==> config.mk <==
export PLATFORM = sky130hd
export DESIGN_NAME = buh_ctrl
export DESIGN_NICKNAME = d
export VERILOG_FILES = /design/src/design/buh_pkg.sv /design/src/design/buh_uart_if.sv /design/src/design/buh_ctrl.sv /design/src/design/buh_uart.sv
export SDC_FILE = /design/constraint.sdc
export NUM_CORES = 1
export LEC_CHECK = 0
export ABC_CLOCK_PERIOD_IN_PS = 4960
export BUFFER_PORTS_ARGS = -buffer_cell sky130_fd_sc_hd__buf_2
export CAP_MARGIN = 5
export CORE_MARGIN = 2
export CORE_UTILIZATION = 40
export CTS_CLUSTER_SIZE = 20
export DETAILED_ROUTE_END_ITERATION = 8
export GPL_ROUTABILITY_DRIVEN = 0
export PLACE_DENSITY = 0.58
export SETUP_SLACK_MARGIN = 0.4
export SYNTH_ARGS = -nofsm -noshare
export SYNTH_HDL_FRONTEND = slang
export SYNTH_SLANG_ARGS = --single-unit
==> constraint.sdc <==
create_clock -name i_clk -period 4.96 [get_ports i_clk]
set_clock_uncertainty 0.1 [all_clocks]
set_input_delay 0.248 -clock i_clk [delete_from_list [all_inputs] [get_ports i_clk]]
set_output_delay 0.248 -clock i_clk [all_outputs]
set_load 0.005 [all_outputs]
==> src/design/buh_pkg.sv <==
// Constants and types for the serial bridge host control block.
// Assumes a single 100 MHz clock and a synchronous active-low reset.
// ----------------------------------------------------------------------------
// ----------------------------------------------------------------------------
package buh_pkg;

  // --------------------------------------------------------------------------
  // Timing
  // --------------------------------------------------------------------------
  localparam int unsigned CLK_HZ       = 100_000_000;
  localparam int unsigned BAUD_DEFAULT = 9600;
  localparam int unsigned BAUD_DIV_W   = 16;
  // Bit time per baud code 0..4: 9600/19200/38400/57600/115200
  localparam logic [BAUD_DIV_W-1:0] BIT_CYC_0 = BAUD_DIV_W'(CLK_HZ / 9600);
  localparam logic [BAUD_DIV_W-1:0] BIT_CYC_1 = BAUD_DIV_W'(CLK_HZ / 19200);
  localparam logic [BAUD_DIV_W-1:0] BIT_CYC_2 = BAUD_DIV_W'(CLK_HZ / 38400);
  localparam logic [BAUD_DIV_W-1:0] BIT_CYC_3 = BAUD_DIV_W'(CLK_HZ / 57600);
  localparam logic [BAUD_DIV_W-1:0] BIT_CYC_4 = BAUD_DIV_W'(CLK_HZ / 115200);
  localparam logic [2:0]            BAUD_CODE_RST = 3'h0;

  // --------------------------------------------------------------------------
  // Command framing: "TTM:" header, 3-letter op, '-', parameter; reset is "TTM:RSSYS" with no '-'
  // --------------------------------------------------------------------------
  localparam logic [31:0] HDR_TTM   = 32'h5454_4D3A;
  localparam logic [23:0] OP_BPS    = 24'h4250_53;
  localparam logic [23:0] OP_RSS    = 24'h5253_53;   // Reset ("RSS" then "YS")
  localparam logic [23:0] OP_MAC    = 24'h4D41_43;
  localparam logic [7:0]  CH_DASH   = 8'h2D;
  localparam logic [7:0]  CH_QUERY  = 8'h3F;
  localparam int unsigned CMD_MAX   = 16;            // Bytes buffered per command
  localparam int unsigned CMD_IDX_W = 5;
  localparam logic [CMD_IDX_W-1:0] CMD_LEN_MIN = 5'h09;
  localparam logic [7:0]  BPS_MAX   = 8'h04;

  // Answers
  localparam int unsigned OK_LEN  = 9;
  localparam int unsigned ERR_LEN = 10;
  localparam logic [8*OK_LEN-1:0]  RSP_OK  = 72'h54_544D_3A4F_4B0D_0A00;
  localparam logic [8*ERR_LEN-1:0] RSP_ERR = 80'h5454_4D3A_4552_500D_0A00;
  localparam int unsigned MAC_LEN = 6;
  localparam logic [47:0] MAC_ADDR_RST = 48'h0000_0000_0001; // Arbitrary value

  // Idle gap that closes a command frame, in bit times
  localparam logic [3:0] GAP_BITS = 4'h3;
  localparam logic [3:0] FRAME_BITS = 4'h9;           // Start + 8 data

  // Buffer-full threshold for outgoing link traffic
  localparam int unsigned LINK_FIFO_CNT_W = 4;
  localparam logic [LINK_FIFO_CNT_W-1:0] LINK_FIFO_FULL = 4'h8;

  typedef enum logic [1:0] {BUH_SLEEP, BUH_ADV, BUH_CONN} buh_mode_t;
  typedef enum logic [1:0] {TX_IDLE, TX_START, TX_DATA, TX_STOP} buh_tx_st_t;

endpackage : buh_pkg

==> src/design/buh_uart_if.sv <==
// Interface carrying serial timing and byte handshakes to the UART core.
// Assumes both ends share i_clk.
interface buh_uart_if;
  import buh_pkg::*;
  logic [BAUD_DIV_W-1:0] bit_cyc;   // Cycles per bit
  logic                  enable;    // UART path active
  logic                  rx_valid;  // One-cycle pulse per received byte
  logic [7:0]            rx_data;
  logic                  gap;       // One-cycle pulse: line idle after bytes
  logic                  tx_valid;
  logic [7:0]            tx_data;
  logic                  tx_ready;
  modport core (input bit_cyc, enable, tx_valid, tx_data,
                output rx_valid, rx_data, gap, tx_ready);
  modport ctrl (output bit_cyc, enable, tx_valid, tx_data,
                input rx_valid, rx_data, gap, tx_ready);
endinterface : buh_uart_if
==> src/design/buh_ctrl.sv <==
// Host-facing control and command interpreter of a wireless serial bridge.
// Assumes pins arrive asynchronously; the radio side is a plain byte port.
module buh_ctrl (
  // Clock and reset
  input  wire logic        i_clk,
  input  wire logic        i_rst_b,
  // Host control pins
  input  wire logic        i_sleep_control_in,
  input  wire logic        i_serial_enable_in,
  input  wire logic        i_uart_rx,
  output logic             o_uart_tx,
  output logic             o_link_indicator_out,
  output logic             o_buffer_full,
  // Radio side
  input  wire logic        i_link_up,
  input  wire logic        i_link_ready,
  output logic             o_link_valid,
  output logic [7:0]       o_link_data,
  // Settings state
  output logic [2:0]       o_baud_code,
  output logic             o_commit
);
  import buh_pkg::*;

  // --------------------------------------------------------------------------
  // Pin synchronisers
  // --------------------------------------------------------------------------
  logic [1:0] slp_s_q, sen_s_q, rx_s_q, lnk_s_q;
  always_ff @(posedge i_clk) begin
    if (!i_rst_b) begin
      slp_s_q <= 2'b11; sen_s_q <= 2'b11; rx_s_q <= 2'b11; lnk_s_q <= 2'b00;
    end else begin
      slp_s_q <= {slp_s_q[0], i_sleep_control_in};
      sen_s_q <= {sen_s_q[0], i_serial_enable_in};
      rx_s_q  <= {rx_s_q[0], i_uart_rx};
      lnk_s_q <= {lnk_s_q[0], i_link_up};
    end
  end
  wire sleep_w = slp_s_q[1];
  wire sen_w   = sen_s_q[1];
  wire link_w  = lnk_s_q[1];

  // --------------------------------------------------------------------------
  // Mode machine
  // --------------------------------------------------------------------------
  buh_mode_t mode_q, mode_d;
  always_comb begin
    mode_d = mode_q;
    case (mode_q)
      BUH_SLEEP: if (!sleep_w) mode_d = BUH_ADV;
      BUH_ADV:   if (sleep_w) mode_d = BUH_SLEEP;
                 else if (link_w) mode_d = BUH_CONN;
      default:   if (sleep_w) mode_d = BUH_SLEEP;
                 else if (!link_w) mode_d = BUH_ADV;
    endcase
  end
  always_ff @(posedge i_clk) begin
    if (!i_rst_b) mode_q <= BUH_SLEEP;
    else          mode_q <= mode_d;
  end

  // Serial-enable only matters while awake
  wire uart_on_w = !sleep_w && !sen_w;
  wire cmd_mode_w = uart_on_w && (mode_q == BUH_ADV);
  wire pass_w     = uart_on_w && (mode_q == BUH_CONN);

  // --------------------------------------------------------------------------
  // Settings: live baud code and commit pulse
  // --------------------------------------------------------------------------
  logic [2:0] baud_q, baud_pend_q;
  logic       commit_q;
  logic [BAUD_DIV_W-1:0] bit_cyc_w;
  assign bit_cyc_w = (baud_q == 3'h1) ? BIT_CYC_1 :
                     (baud_q == 3'h2) ? BIT_CYC_2 :
                     (baud_q == 3'h3) ? BIT_CYC_3 :
                     (baud_q == 3'h4) ? BIT_CYC_4 : BIT_CYC_0;

  // --------------------------------------------------------------------------
  // UART core
  // --------------------------------------------------------------------------
  buh_uart_if uif ();
  logic       tx_valid_w;
  logic [7:0] tx_data_w;
  assign uif.bit_cyc  = bit_cyc_w;
  assign uif.enable   = uart_on_w;
  assign uif.tx_valid = tx_valid_w;
  assign uif.tx_data  = tx_data_w;
  logic tx_pin_w;
  buh_uart u_uart (
    .i_clk   (i_clk),
    .i_rst_b (i_rst_b),
    .i_rx    (rx_s_q[1]),
    .o_tx    (tx_pin_w),
    .u       (uif.core)
  );

  // --------------------------------------------------------------------------
  // Command buffer: one flip-flop byte per index
  // --------------------------------------------------------------------------
  logic [7:0]           cbuf_q [CMD_MAX];
  logic [CMD_IDX_W-1:0] clen_q;
  wire                  c_wr_w = cmd_mode_w && uif.rx_valid && (clen_q < CMD_MAX);
  for (genvar g = 0; g < CMD_MAX; g++) begin : g_cbuf
    always_ff @(posedge i_clk) begin
      if (!i_rst_b)                           cbuf_q[g] <= 8'h00;
      else if (c_wr_w && clen_q == CMD_IDX_W'(g)) cbuf_q[g] <= uif.rx_data;
    end
  end

  // Decode of a completed frame
  wire [31:0] hdr_w = {cbuf_q[0], cbuf_q[1], cbuf_q[2], cbuf_q[3]};
  wire [23:0] op_w  = {cbuf_q[4], cbuf_q[5], cbuf_q[6]};
  wire        hdr_ok_w  = (hdr_w == HDR_TTM) && (clen_q >= CMD_LEN_MIN);
  wire        is_bps_w  = hdr_ok_w && op_w == OP_BPS && cbuf_q[7] == CH_DASH
                          && clen_q == CMD_LEN_MIN && cbuf_q[8] <= BPS_MAX;
  wire        is_rst_w  = hdr_ok_w && op_w == OP_RSS;
  wire        is_mac_w  = hdr_ok_w && op_w == OP_MAC && cbuf_q[8] == CH_QUERY;
  wire        frame_end = cmd_mode_w && uif.gap && (clen_q != '0);

  // --------------------------------------------------------------------------
  // Reply sequencer
  // --------------------------------------------------------------------------
  logic [1:0] rsp_sel_q;   // 0 none, 1 ok, 2 error, 3 query
  logic [3:0] rsp_idx_q;
  wire  [3:0] rsp_len_w = (rsp_sel_q == 2'd1) ? 4'(OK_LEN) :
                          (rsp_sel_q == 2'd2) ? 4'(ERR_LEN) : 4'(MAC_LEN);
  wire  [7:0] ok_byte_w  = RSP_OK[8*(OK_LEN-1-32'(rsp_idx_q)) +: 8];
  wire  [7:0] err_byte_w = RSP_ERR[8*(ERR_LEN-1-32'(rsp_idx_q)) +: 8];
  wire  [7:0] mac_byte_w = MAC_ADDR_RST[8*(MAC_LEN-1-32'(rsp_idx_q)) +: 8];
  wire        rsp_busy_w = (rsp_sel_q != 2'd0);
  assign tx_data_w  = (rsp_sel_q == 2'd1) ? ok_byte_w :
                      (rsp_sel_q == 2'd2) ? err_byte_w : mac_byte_w;
  assign tx_valid_w = rsp_busy_w && uif.tx_ready;
  wire        last_w = tx_valid_w && (rsp_idx_q == rsp_len_w - 4'h1);

  // Frame decode, reply start and setting updates
  always_ff @(posedge i_clk) begin
    commit_q <= 1'b0;
    if (!i_rst_b) begin
      clen_q <= '0; rsp_sel_q <= 2'd0; rsp_idx_q <= '0;
      baud_q <= BAUD_CODE_RST; baud_pend_q <= BAUD_CODE_RST;
    end else begin
      if (!cmd_mode_w) clen_q <= '0;
      else if (frame_end) clen_q <= '0;
      else if (c_wr_w) clen_q <= clen_q + 1'b1;
      if (frame_end && !rsp_busy_w) begin
        rsp_idx_q <= '0;
        if (is_bps_w) begin
          baud_pend_q <= cbuf_q[8][2:0];
          rsp_sel_q   <= 2'd1;
        end else if (is_rst_w) begin
          baud_q   <= baud_pend_q;
          commit_q <= 1'b1;
        end else if (is_mac_w) rsp_sel_q <= 2'd3;
        else rsp_sel_q <= 2'd2;
      end else if (!uart_on_w) rsp_sel_q <= 2'd0;
      else if (last_w) rsp_sel_q <= 2'd0;
      else if (tx_valid_w) rsp_idx_q <= rsp_idx_q + 1'b1;
    end
  end

  // --------------------------------------------------------------------------
  // Transparent path to the radio: eight-entry shift queue
  // --------------------------------------------------------------------------
  // Entry 0 is the head, so the byte offered to the radio comes straight
  // from a flip-flop; the price is a shift of every entry on each pop.
  logic [7:0]                 lq_q [LINK_FIFO_FULL];
  logic [LINK_FIFO_CNT_W-1:0] occ_q;
  logic                       lvalid_q, full_q, ind_q, tx_q;
  wire push_w = pass_w && uif.rx_valid && !full_q;
  wire pop_w  = lvalid_q && i_link_ready;
  wire [LINK_FIFO_CNT_W-1:0] occ_nx_w = occ_q + {3'h0, push_w} - {3'h0, pop_w};
  // A pop in the same cycle moves the tail down by one slot
  wire [LINK_FIFO_CNT_W-1:0] wr_at_w  = occ_q - {3'h0, pop_w};

  // One generate entry per queue slot
  for (genvar e = 0; e < LINK_FIFO_FULL; e++) begin : g_lq
    always_ff @(posedge i_clk) begin
      if (!i_rst_b) begin
        lq_q[e] <= 8'h00;
      end else if (push_w && wr_at_w == LINK_FIFO_CNT_W'(e)) begin
        lq_q[e] <= uif.rx_data;
      end else if (pop_w) begin
        // Top slot takes a stale value; it lies beyond the count then
        lq_q[e] <= lq_q[(e + 1) % LINK_FIFO_FULL];
      end
    end
  end

  // Count, valid and pin flops
  always_ff @(posedge i_clk) begin
    if (!i_rst_b) begin
      occ_q <= '0; lvalid_q <= 1'b0;
      full_q <= 1'b0; ind_q <= 1'b0; tx_q <= 1'b1;
    end else begin
      occ_q    <= occ_nx_w;
      lvalid_q <= (occ_nx_w != '0);
      // Host sees full before the queue can overflow
      full_q   <= (occ_nx_w >= LINK_FIFO_FULL);
      ind_q    <= (mode_d == BUH_CONN);
      tx_q     <= tx_pin_w;
    end
  end
  assign o_link_valid         = lvalid_q;
  assign o_link_data          = lq_q[0];
  assign o_buffer_full        = full_q;
  assign o_link_indicator_out = ind_q;
  assign o_uart_tx            = tx_q;
  assign o_baud_code          = baud_q;
  assign o_commit             = commit_q;

  // --------------------------------------------------------------------------
  // Assertions
  // --------------------------------------------------------------------------
  a_ind_conn: assert property (@(posedge i_clk) disable iff (!i_rst_b)
    o_link_indicator_out |-> $past(link_w && !sleep_w))
    else $error("link indicator does not follow connection");
  a_sleep_ind: assert property (@(posedge i_clk) disable iff (!i_rst_b)
    sleep_w |=> ##1 !o_link_indicator_out)
    else $error("indicator high during sleep");
  a_tx_idle: assert property (@(posedge i_clk) disable iff (!i_rst_b)
    !uart_on_w ##1 !uart_on_w |=> o_uart_tx)
    else $error("tx not idle while path off");
  a_no_cmd_off: assert property (@(posedge i_clk) disable iff (!i_rst_b)
    !uart_on_w |=> clen_q == '0)
    else $error("command bytes kept while path off");
  a_baud_defer: assert property (@(posedge i_clk) disable iff (!i_rst_b)
    $changed(baud_q) |-> $past(commit_q == 1'b0) && $past(frame_end && is_rst_w))
    else $error("baud changed without reset command");
  a_commit_pulse: assert property (@(posedge i_clk) disable iff (!i_rst_b)
    o_commit |=> !o_commit)
    else $error("commit longer than one cycle");
  a_full_stops: assert property (@(posedge i_clk) disable iff (!i_rst_b)
    occ_q >= LINK_FIFO_FULL |-> o_buffer_full)
    else $error("buffer full not shown");
  a_ok_first: assert property (@(posedge i_clk) disable iff (!i_rst_b)
    tx_valid_w && rsp_sel_q == 2'd1 && rsp_idx_q == 4'h0 |-> tx_data_w == 8'h54)
    else $error("success reply starts wrong");
  a_pass_push: assert property (@(posedge i_clk) disable iff (!i_rst_b)
    push_w && occ_q == '0 |=> o_link_valid && o_link_data == $past(uif.rx_data))
    else $error("passthrough byte lost");
  // Offered byte must stand until the radio takes it
  a_link_hold: assert property (@(posedge i_clk) disable iff (!i_rst_b)
    o_link_valid && !i_link_ready |=> o_link_valid && $stable(o_link_data))
    else $error("link byte changed before taken");
  // Each command byte lands in the next buffer slot
  a_cmd_count: assert property (@(posedge i_clk) disable iff (!i_rst_b)
    c_wr_w |=> clen_q == $past(clen_q) + 5'h01)
    else $error("command byte not stored");
  // Serial-enable has no effect while asleep
  a_sleep_off: assert property (@(posedge i_clk) disable iff (!i_rst_b)
    sleep_w |-> !uif.enable)
    else $error("serial path on while asleep");
  // Full is low only while a slot is free
  a_full_level: assert property (@(posedge i_clk) disable iff (!i_rst_b)
    !o_buffer_full |-> occ_q < LINK_FIFO_FULL)
    else $error("buffer full missing");
  c_conn: cover property (@(posedge i_clk) mode_q == BUH_ADV ##1 mode_q == BUH_CONN);
  c_ok:   cover property (@(posedge i_clk) last_w && rsp_sel_q == 2'd1);
  c_err:  cover property (@(posedge i_clk) last_w && rsp_sel_q == 2'd2);
  c_full: cover property (@(posedge i_clk) $rose(o_buffer_full));
  c_mac:  cover property (@(posedge i_clk) last_w && rsp_sel_q == 2'd3);

endmodule // buh_ctrl

==> src/design/buh_uart.sv <==
// 8N1 UART receiver and transmitter with programmable bit time.
// Assumes i_rx already synchronised to i_clk.
module buh_uart (
  // Clock and reset
  input  wire logic i_clk,
  input  wire logic i_rst_b,
  // Serial pins
  input  wire logic i_rx,
  output logic      o_tx,
  // Byte side
  buh_uart_if.core  u
);
  import buh_pkg::*;

  // --------------------------------------------------------------------------
  // Receiver
  // --------------------------------------------------------------------------
  logic [BAUD_DIV_W-1:0] rcnt_q;
  logic [3:0]            rbit_q;
  logic [7:0]            rsh_q;
  logic                  rbusy_q;
  logic [3:0]            idle_q;
  logic                  pend_q;
  logic                  rvalid_q;
  logic                  gap_q;
  wire                   r_tick  = (rcnt_q == '0);
  wire  [BAUD_DIV_W-1:0] r_half  = u.bit_cyc >> 1;
  wire                   r_start = u.enable && !rbusy_q && !i_rx;

  // Mid-bit sampling; bytes are dropped while disabled
  always_ff @(posedge i_clk) begin
    rvalid_q <= 1'b0;
    gap_q    <= 1'b0;
    if (!i_rst_b || !u.enable) begin
      rbusy_q <= 1'b0; rcnt_q <= '0; rbit_q <= '0; rsh_q <= '0;
      idle_q <= '0; pend_q <= 1'b0;
    end else if (r_start) begin
      rbusy_q <= 1'b1; rcnt_q <= r_half; rbit_q <= '0;
    end else if (rbusy_q) begin
      rcnt_q <= r_tick ? u.bit_cyc - 1'b1 : rcnt_q - 1'b1;
      if (r_tick) begin
        rbit_q <= rbit_q + 1'b1;
        // Shift data bits only; the stop sample must not push bit 0 out
        if (rbit_q != '0 && rbit_q != FRAME_BITS) rsh_q <= {i_rx, rsh_q[7:1]};
        if (rbit_q == FRAME_BITS) begin
          rbusy_q  <= 1'b0;
          rvalid_q <= i_rx;       // Stop bit must be high
          pend_q   <= 1'b1;
          idle_q   <= '0;
          rcnt_q   <= u.bit_cyc;
        end
      end
    end else if (pend_q) begin
      // Quiet line marks end of a command frame
      rcnt_q <= r_tick ? u.bit_cyc : rcnt_q - 1'b1;
      if (r_tick) begin
        idle_q <= idle_q + 1'b1;
        if (idle_q == GAP_BITS) begin
          gap_q  <= 1'b1;
          pend_q <= 1'b0;
        end
      end
    end
  end
  assign u.rx_valid = rvalid_q;
  assign u.rx_data  = rsh_q;
  assign u.gap      = gap_q;

  // --------------------------------------------------------------------------
  // Transmitter
  // --------------------------------------------------------------------------
  buh_tx_st_t            tst_q;
  logic [BAUD_DIV_W-1:0] tcnt_q;
  logic [2:0]            tbit_q;
  logic [7:0]            tsh_q;
  logic                  tx_q;
  wire                   t_tick = (tcnt_q == '0);

  // Line idles high whenever the path is off
  always_ff @(posedge i_clk) begin
    if (!i_rst_b || !u.enable) begin
      tst_q <= TX_IDLE; tcnt_q <= '0; tbit_q <= '0; tsh_q <= '0; tx_q <= 1'b1;
    end else begin
      tcnt_q <= t_tick ? u.bit_cyc - 1'b1 : tcnt_q - 1'b1;
      case (tst_q)
        TX_IDLE: begin
          tx_q <= 1'b1;
          if (u.tx_valid) begin
            tsh_q <= u.tx_data; tst_q <= TX_START; tcnt_q <= u.bit_cyc - 1'b1;
            tx_q <= 1'b0;
          end
        end
        TX_START: if (t_tick) begin
          tst_q <= TX_DATA; tx_q <= tsh_q[0]; tbit_q <= '0;
        end
        TX_DATA: if (t_tick) begin
          tbit_q <= tbit_q + 1'b1;
          tsh_q  <= tsh_q >> 1;
          tx_q   <= (tbit_q == 3'h7) ? 1'b1 : tsh_q[1];
          if (tbit_q == 3'h7) tst_q <= TX_STOP;
        end
        default: if (t_tick) tst_q <= TX_IDLE;
      endcase
    end
  end
  assign u.tx_ready = (tst_q == TX_IDLE);
  assign o_tx       = tx_q;

endmodule // buh_uart

# Yosys cells after proc, flatten, opt, wreduce, memory -nomap -nowiden
# Memories as Yosys holds them, arrays and structs flattened.
# Index checks and enable logic that the tools add are counted.
dict set report totals {
  output_inout_bits 16
  inputBits 7
  regBits 102
  ramBits 192
  n_memories 2
  elab_cells 434
}
# memory words word_bits read_ports rd_clocked_by_memory_dff wr line_no
set mem_list {}
lappend mem_list {cbuf_q 16 8 9 0 16 buh_ctrl.sv:100} ;# logic [7:0] cbuf_q [CMD_MAX];
lappend mem_list {lq_q 8 8 8 0 8 buh_ctrl.sv:167} ;# logic [7:0] lq_q [LINK_FIFO_FULL];
dict set report op_classes {
  bitwise_logic 42
  eq_ne 53
  add_sub_neg 15
  n_lt_le_gt_ge 4
  n_reduce_logical 91
  muxes 194
  shift 3
}
# operator count
set op_table {}
lappend op_table {{8-bit two-way mux} 36}
lappend op_table {{16-bit two-way mux} 9}
lappend op_table {{1-bit two-way mux} 115}
lappend op_table {{80-bit by 33-bit variable part select with 8-bit output (first input constant)} 1}
lappend op_table {{24-bit by 23-bit == test with 1-bit output (second input constant)} 3}
lappend op_table {{72-bit by 33-bit variable part select with 8-bit output (first input constant)} 1}
lappend op_table {{14-bit two-way mux} 4}
lappend op_table {{1-bit logical AND} 48}
lappend op_table {{48-bit by 33-bit variable part select with 8-bit output (first input constant)} 1}
lappend op_table {{5-bit by 4-bit == test with 1-bit output (second input constant)} 8}
lappend op_table {{32-bit by 31-bit == test with 1-bit output (second input constant)} 1}
lappend op_table {{16-bit zero test} 2}
lappend op_table {{1-bit bitwise OR} 32}
lappend op_table {{16-bit by 1-bit subtractor with 16-bit output (second input constant)} 2}
lappend op_table {{2-bit two-way mux} 15}
lappend op_table {{4-bit two-way mux} 7}
lappend op_table {{5-bit by 3-bit == test with 1-bit output (second input constant)} 4}
lappend op_table {{3-bit AND reduction} 6}
lappend op_table {{4-bit by 3-bit == test with 1-bit output (second input constant)} 4}
lappend op_table {{8-bit by 6-bit == test with 1-bit output (second input constant)} 2}
lappend op_table {{8-bit one-hot mux with 2 select lines} 1}
lappend op_table {{15-bit two-way mux} 1}
lappend op_table {{14-bit by 1-bit subtractor with 15-bit output (second input constant)} 1}
lappend op_table {{4-bit by 1-bit adder with 4-bit output (second input constant)} 3}
lappend op_table {{other kinds (47)} 95}

# Logic depth before layout (Yosys ltp)
dict set report logic_depth {
  ltp_word 11
  ltp_mapped 10
  mapped_depth_nobuf 10
}

# Cells and area by module
# Synthesis repeated with hierarchy kept, for this count alone.
dict set report hier_totals {
  hier_cells 1212
  hier_area_um2 12588.3
}
# module area_per_inst_um2 cells_each seq_area_each_um2 instances
set by_module_without_submodules {}
lappend by_module_without_submodules {buh_ctrl 8514.4 704 4804.6 1}
lappend by_module_without_submodules {buh_uart 4073.9 508 1321.3 1}

# Worst setup path before layout
# Ideal clock, no wire load.
dict set report synth_path {
  path_kind {flip-flop to flip-flop}
  from {register lvalid_q (netlist: o_link_valid)}
  to {memory lq_q[4][0] (netlist: lq_q[1][0]), enable pin}
  n_path_buf 2
  required_time_ns 4.526
  setup_ns 0.334
  stages_incl_launch_ff 9
  path_slack_ns 2.209
  t_arrival_ns 2.316
  cell_sequence {dfxtp_1 -> and2_1 -> clkbuf_1 -> ha_1 -> ha_1 -> nand3_1 -> nor3_1 -> clkbuf_1 -> nand2b_1}
}
# element line_no
set synth_lines {}
lappend synth_lines {{from (decl)} buh_ctrl.sv:169} ;# logic lvalid_q, full_q, ind_q, tx_q;
lappend synth_lines {{from (signal assigned)} buh_ctrl.sv:197} ;# lvalid_q <= (occ_nx_w != '0);
lappend synth_lines {{to (decl)} buh_ctrl.sv:167}

==> summary.txt <==
Outcome
  • Status: completed

CTS
  • Inserted Clock Buffers: 26
  • H-Tree Depth: 1
  • Resized cells post-CTS: 0
  • Root Buffer: clkbuf_16
  • CTS sink count: 237
  • Clock Tree Buf Depth: 3
  • Skew-Pair Late Insertion Delay: 0.54 ns
  • Clock-pin slew on the worst setup and hold paths: approximately 0.06 ns
  • CTS tree: built

Run
  • Max-cap violations: 0

STA
  • RSZ-0062 raised after global routing: no
  • Fin crit period: around 3.1 ns
  • Slew Limit Fails: 0
  • Final hold slack: 0.0453 ns
  • Endpoints failing hold: 0
  • Least-Margin Pin Slew: 1.32 ns
  • Final Setup Violations: 0
  • Max Clock Freq: 319 MHz
  • Setup TNS: 0 ns
  • Relative slew slack: 0.109
  • Fin crit share: 0.631

Floorplan
  • IO Pins: 23
  • Die area: between 0.03 and 0.04 sq mm
  • Die Span Y: 176 um
  • Die W: around 180 um
  • Core ar.: around 0.029 sq mm
  • Starting density of the core: 0.403
  • Site row count: 63

Drt
  • Final wirelength: roughly 28000 um
  • Routed vias/inst: roughly 5.6
  • Vias: roughly 8600
  • Wire per inst: approximately 18 um
  • Iter 0 DRT Violations: around 750
  • DR pass1 iterations: 5
  • Drt drc: 0
  • Antenna Nets Post-Route: 0

Worst setup path
  • Critical path class: flop to flop
  • Worst Path Buf+Inv: 0
  • Worst Setup End Kind: flop
  • Crit start category: flop
  • Cell Chain, Critical Path: and2_1 > ha_1 > ha_1 > nand3b_1 > nor4_1 > a22o_1
  • Slowest-stage cell, CP: nor4_1
  • Critical Path Fanout Max: 12
  • CP required: approximately 5.3 ns
  • Critical Path AT: between 3 and 4 ns
  • CP max stage delay: ~1.1 ns
  • Crit path top cell by count: ha_1
  • CP top delay family: simple AND/OR/NAND/NOR gates

Yosys
  • Synth area leader: edfxtp_1
  • Register area share after synthesis: 0.514
  • Seq cells post-synth: roughly 240
  • Post-synth top area share: 0.343
  • Unique masters post-synth: 78
  • Yosys warning count: 0
  • Top FF cell, synth: edfxtp_1
  • Syn nets: ~1200
  • Synth Cell Area: ~0.012 sq mm
  • Asr flop ratio synth: 0
  • Mapped Cells: around 1100
  • Syn_area_per_cell: 10.4 sq um
  • Number of enable flip-flop cells after synthesis: roughly 140
  • Top post-synthesis cells by area: edfxtp_1 (34%), dfxtp_1 (17%), a22o_1 (4.4%)

Final layout
  • Area delta synth->final: 10.6%
  • Share of cells above drive strength 1: 0.0909
  • Post-route insts no fill: 1545
  • Fill count: 2812
  • Fin util: 0.446
  • Nets: 1177
  • ANT cells: 0

Global route
  • First-pass GRT wire length: ~45000 um
  • Largest net degree at the start of global routing: 30
  • Initial antenna violation count: 0
  • Vias in the first global route: slightly above 8000
  • Tot GR Track Use: 0.182
  • Grt total ovfl: 0

Worst hold path
  • HP Class: primary input to flop

Placed design
  • Cells after DPL: 1492
  • Input/output buffers: 22
  • DPL Wire Length: between 15000 and 20000 um

Power and ir drop
  • Leak: around 0.0046 uW
  • PwrDens: roughly 350 mW/mm^2
  • VDD IR max: roughly 0.00026 V
  • Total power: 4620 uW
==> logic make-up (layout without fill, tap and decap cells) <==
logic type	after synthesis	after routing	synth area share
AO/OA/AOI/OAI	253	253	0.147
XOR/XNOR	41	41	0.0302
adder cells (fa/ha/maj)	35	35	0.0375
buffers and inverters	102	118	0.0362
flip-flops	237	237	0.514
multiplexers	15	15	0.0126
AND/OR/NAND/NOR	456	456	0.223
==> cell type report <==
cell class | instances | area (sq um) | area share
Sequential cell | 237 | 6110 | 0.464
Multi-Input combinational cell | 800 | 5370 | 0.408
Inverter | 34 | 128 | 0.00970
Clock buffer | 32 | 673 | 0.0512
Timing Repair Buffer | 36 | 225 | 0.0171
Tap cell | 390 | 488 | 0.0371
Clock inverter | 16 | 165 | 0.0126
==> final timing paths <==
check	end	cells after the start	slack, ns	from
worst max register to register	lq_q[0][31]	6	1.83	o_link_valid
worst max-delay path	lq_q[0][31]	6	1.83	o_link_valid
worst min register to register	rx_s_q[1]	1	0.32	rx_s_q[0]
worst min-delay path	slp_s_q[1]	2	0.05	i_rst_b
==> placed cells by master (no fill, tap or decap), types with 5 or more instances in the layout <==
cell type | netlist | final
a211oi_1 | 18 | 18
clkbuf_1 | 50 | 6
nand2_1 | 55 | 55
mux2i_1 | 15 | 15
buf_4 | 10 | 9
or2_2 | 10 | 10
nand3b_1 | 17 | 17
inv_1 | 34 | 34
and3_1 | 6 | 6
nor4_2 | 4 | 6
nand4_1 | 13 | 13
nor4b_1 | 9 | 9
nor4_1 | 24 | 22
nand2b_1 | 34 | 34
nand3_1 | 23 | 23
o21a_1 | 6 | 6
nor2_1 | 86 | 86
buf_2 | 2 | 22
dfxtp_1 | 101 | 101
o31ai_1 | 9 | 9
clkbuf_16 | 0 | 26
xor2_1 | 20 | 20
clkinv_2 | 0 | 8
nor3_1 | 37 | 37
or4_1 | 9 | 9
and2_1 | 83 | 83
xnor2_1 | 21 | 21
or3_1 | 9 | 9
a22o_1 | 60 | 60
ha_1 | 34 | 34
a21oi_1 | 57 | 57
a31oi_1 | 5 | 5
edfxtp_1 | 136 | 136
o22ai_1 | 5 | 5
o21ai_0 | 51 | 51
==> state kept, by name, summed over array words and instances, names as in the netlist, 2 cells and up <==
| name | cells |
|---|---|
| u_uart.rbit_q | 4 |
| u_uart.tst_q | 2 |
| rsp_idx_q | 4 |
| lnk_s_q | 2 |
| mode_q | 2 |
| u_uart.tcnt_q | 16 |
| baud_pend_q | 3 |
| clen_q | 5 |
| u_uart.u.rx_data | 8 |
| slp_s_q | 2 |
| u_uart.tbit_q | 3 |
| lq_q | 64 |
| o_baud_code | 3 |
| u_uart.tsh_q | 7 |
| occ_q | 4 |
| u_uart.idle_q | 4 |
| rx_s_q | 2 |
| u_uart.rcnt_q | 16 |
| sen_s_q | 2 |
| rsp_sel_q | 2 |
| cbuf_q | 72 |
==> routing by layer <==
layer	track usage	routed length, um	vias to the layer above	part of all wire
li1	-	-	4215	-
met1	0.264	13700	4221	0.48
met2	0.286	13000	161	0.46
met3	0.0252	1090	40	0.038
met4	0.0492	653	0	0.023
met5	0	0	-	0
==> what timing repair did <==
item	4_1_cts	5_1_grt
buffers inserted	0	0
hold buffers	4	0
hold endpoints to repair	4	0
==> where the power goes <==
group	switching, uW	internal [uW]
sequential	75.8	2250
clock	791	1120
combinational	247	137
total	1110	3510
==> cell usage after synthesis, types with 10 or more instances <==
cell      instances
nand2b_1         34
edfxtp_1        136
mux2i_1          15
nor4_1           24
buf_4            10
xor2_1           20
nand3_1          23
nand2_1          55
or2_2            10
dfxtp_1         101
a21oi_1          57
and2_1           83
a22o_1           60
nand4_1          13
o21ai_0          51
nor2_1           86
xnor2_1          21
nand3b_1         17
inv_1            34
nor3_1           37
a211oi_1         18
clkbuf_1         50
ha_1             34
==> stage by stage <==
| step | setup slack (ns) | area (sq um) |
|---|---|---|
| floorplan | 2.21 | 11900 |
| global placement | 1.95 | 12300 |
| detailed placement | 1.92 | 12300 |
| CTS | 1.92 | 13100 |
| global route | 1.67 | 13200 |
| finish | 1.83 | 13200 |
No activity file was read; power rests on OpenSTA's default activity.
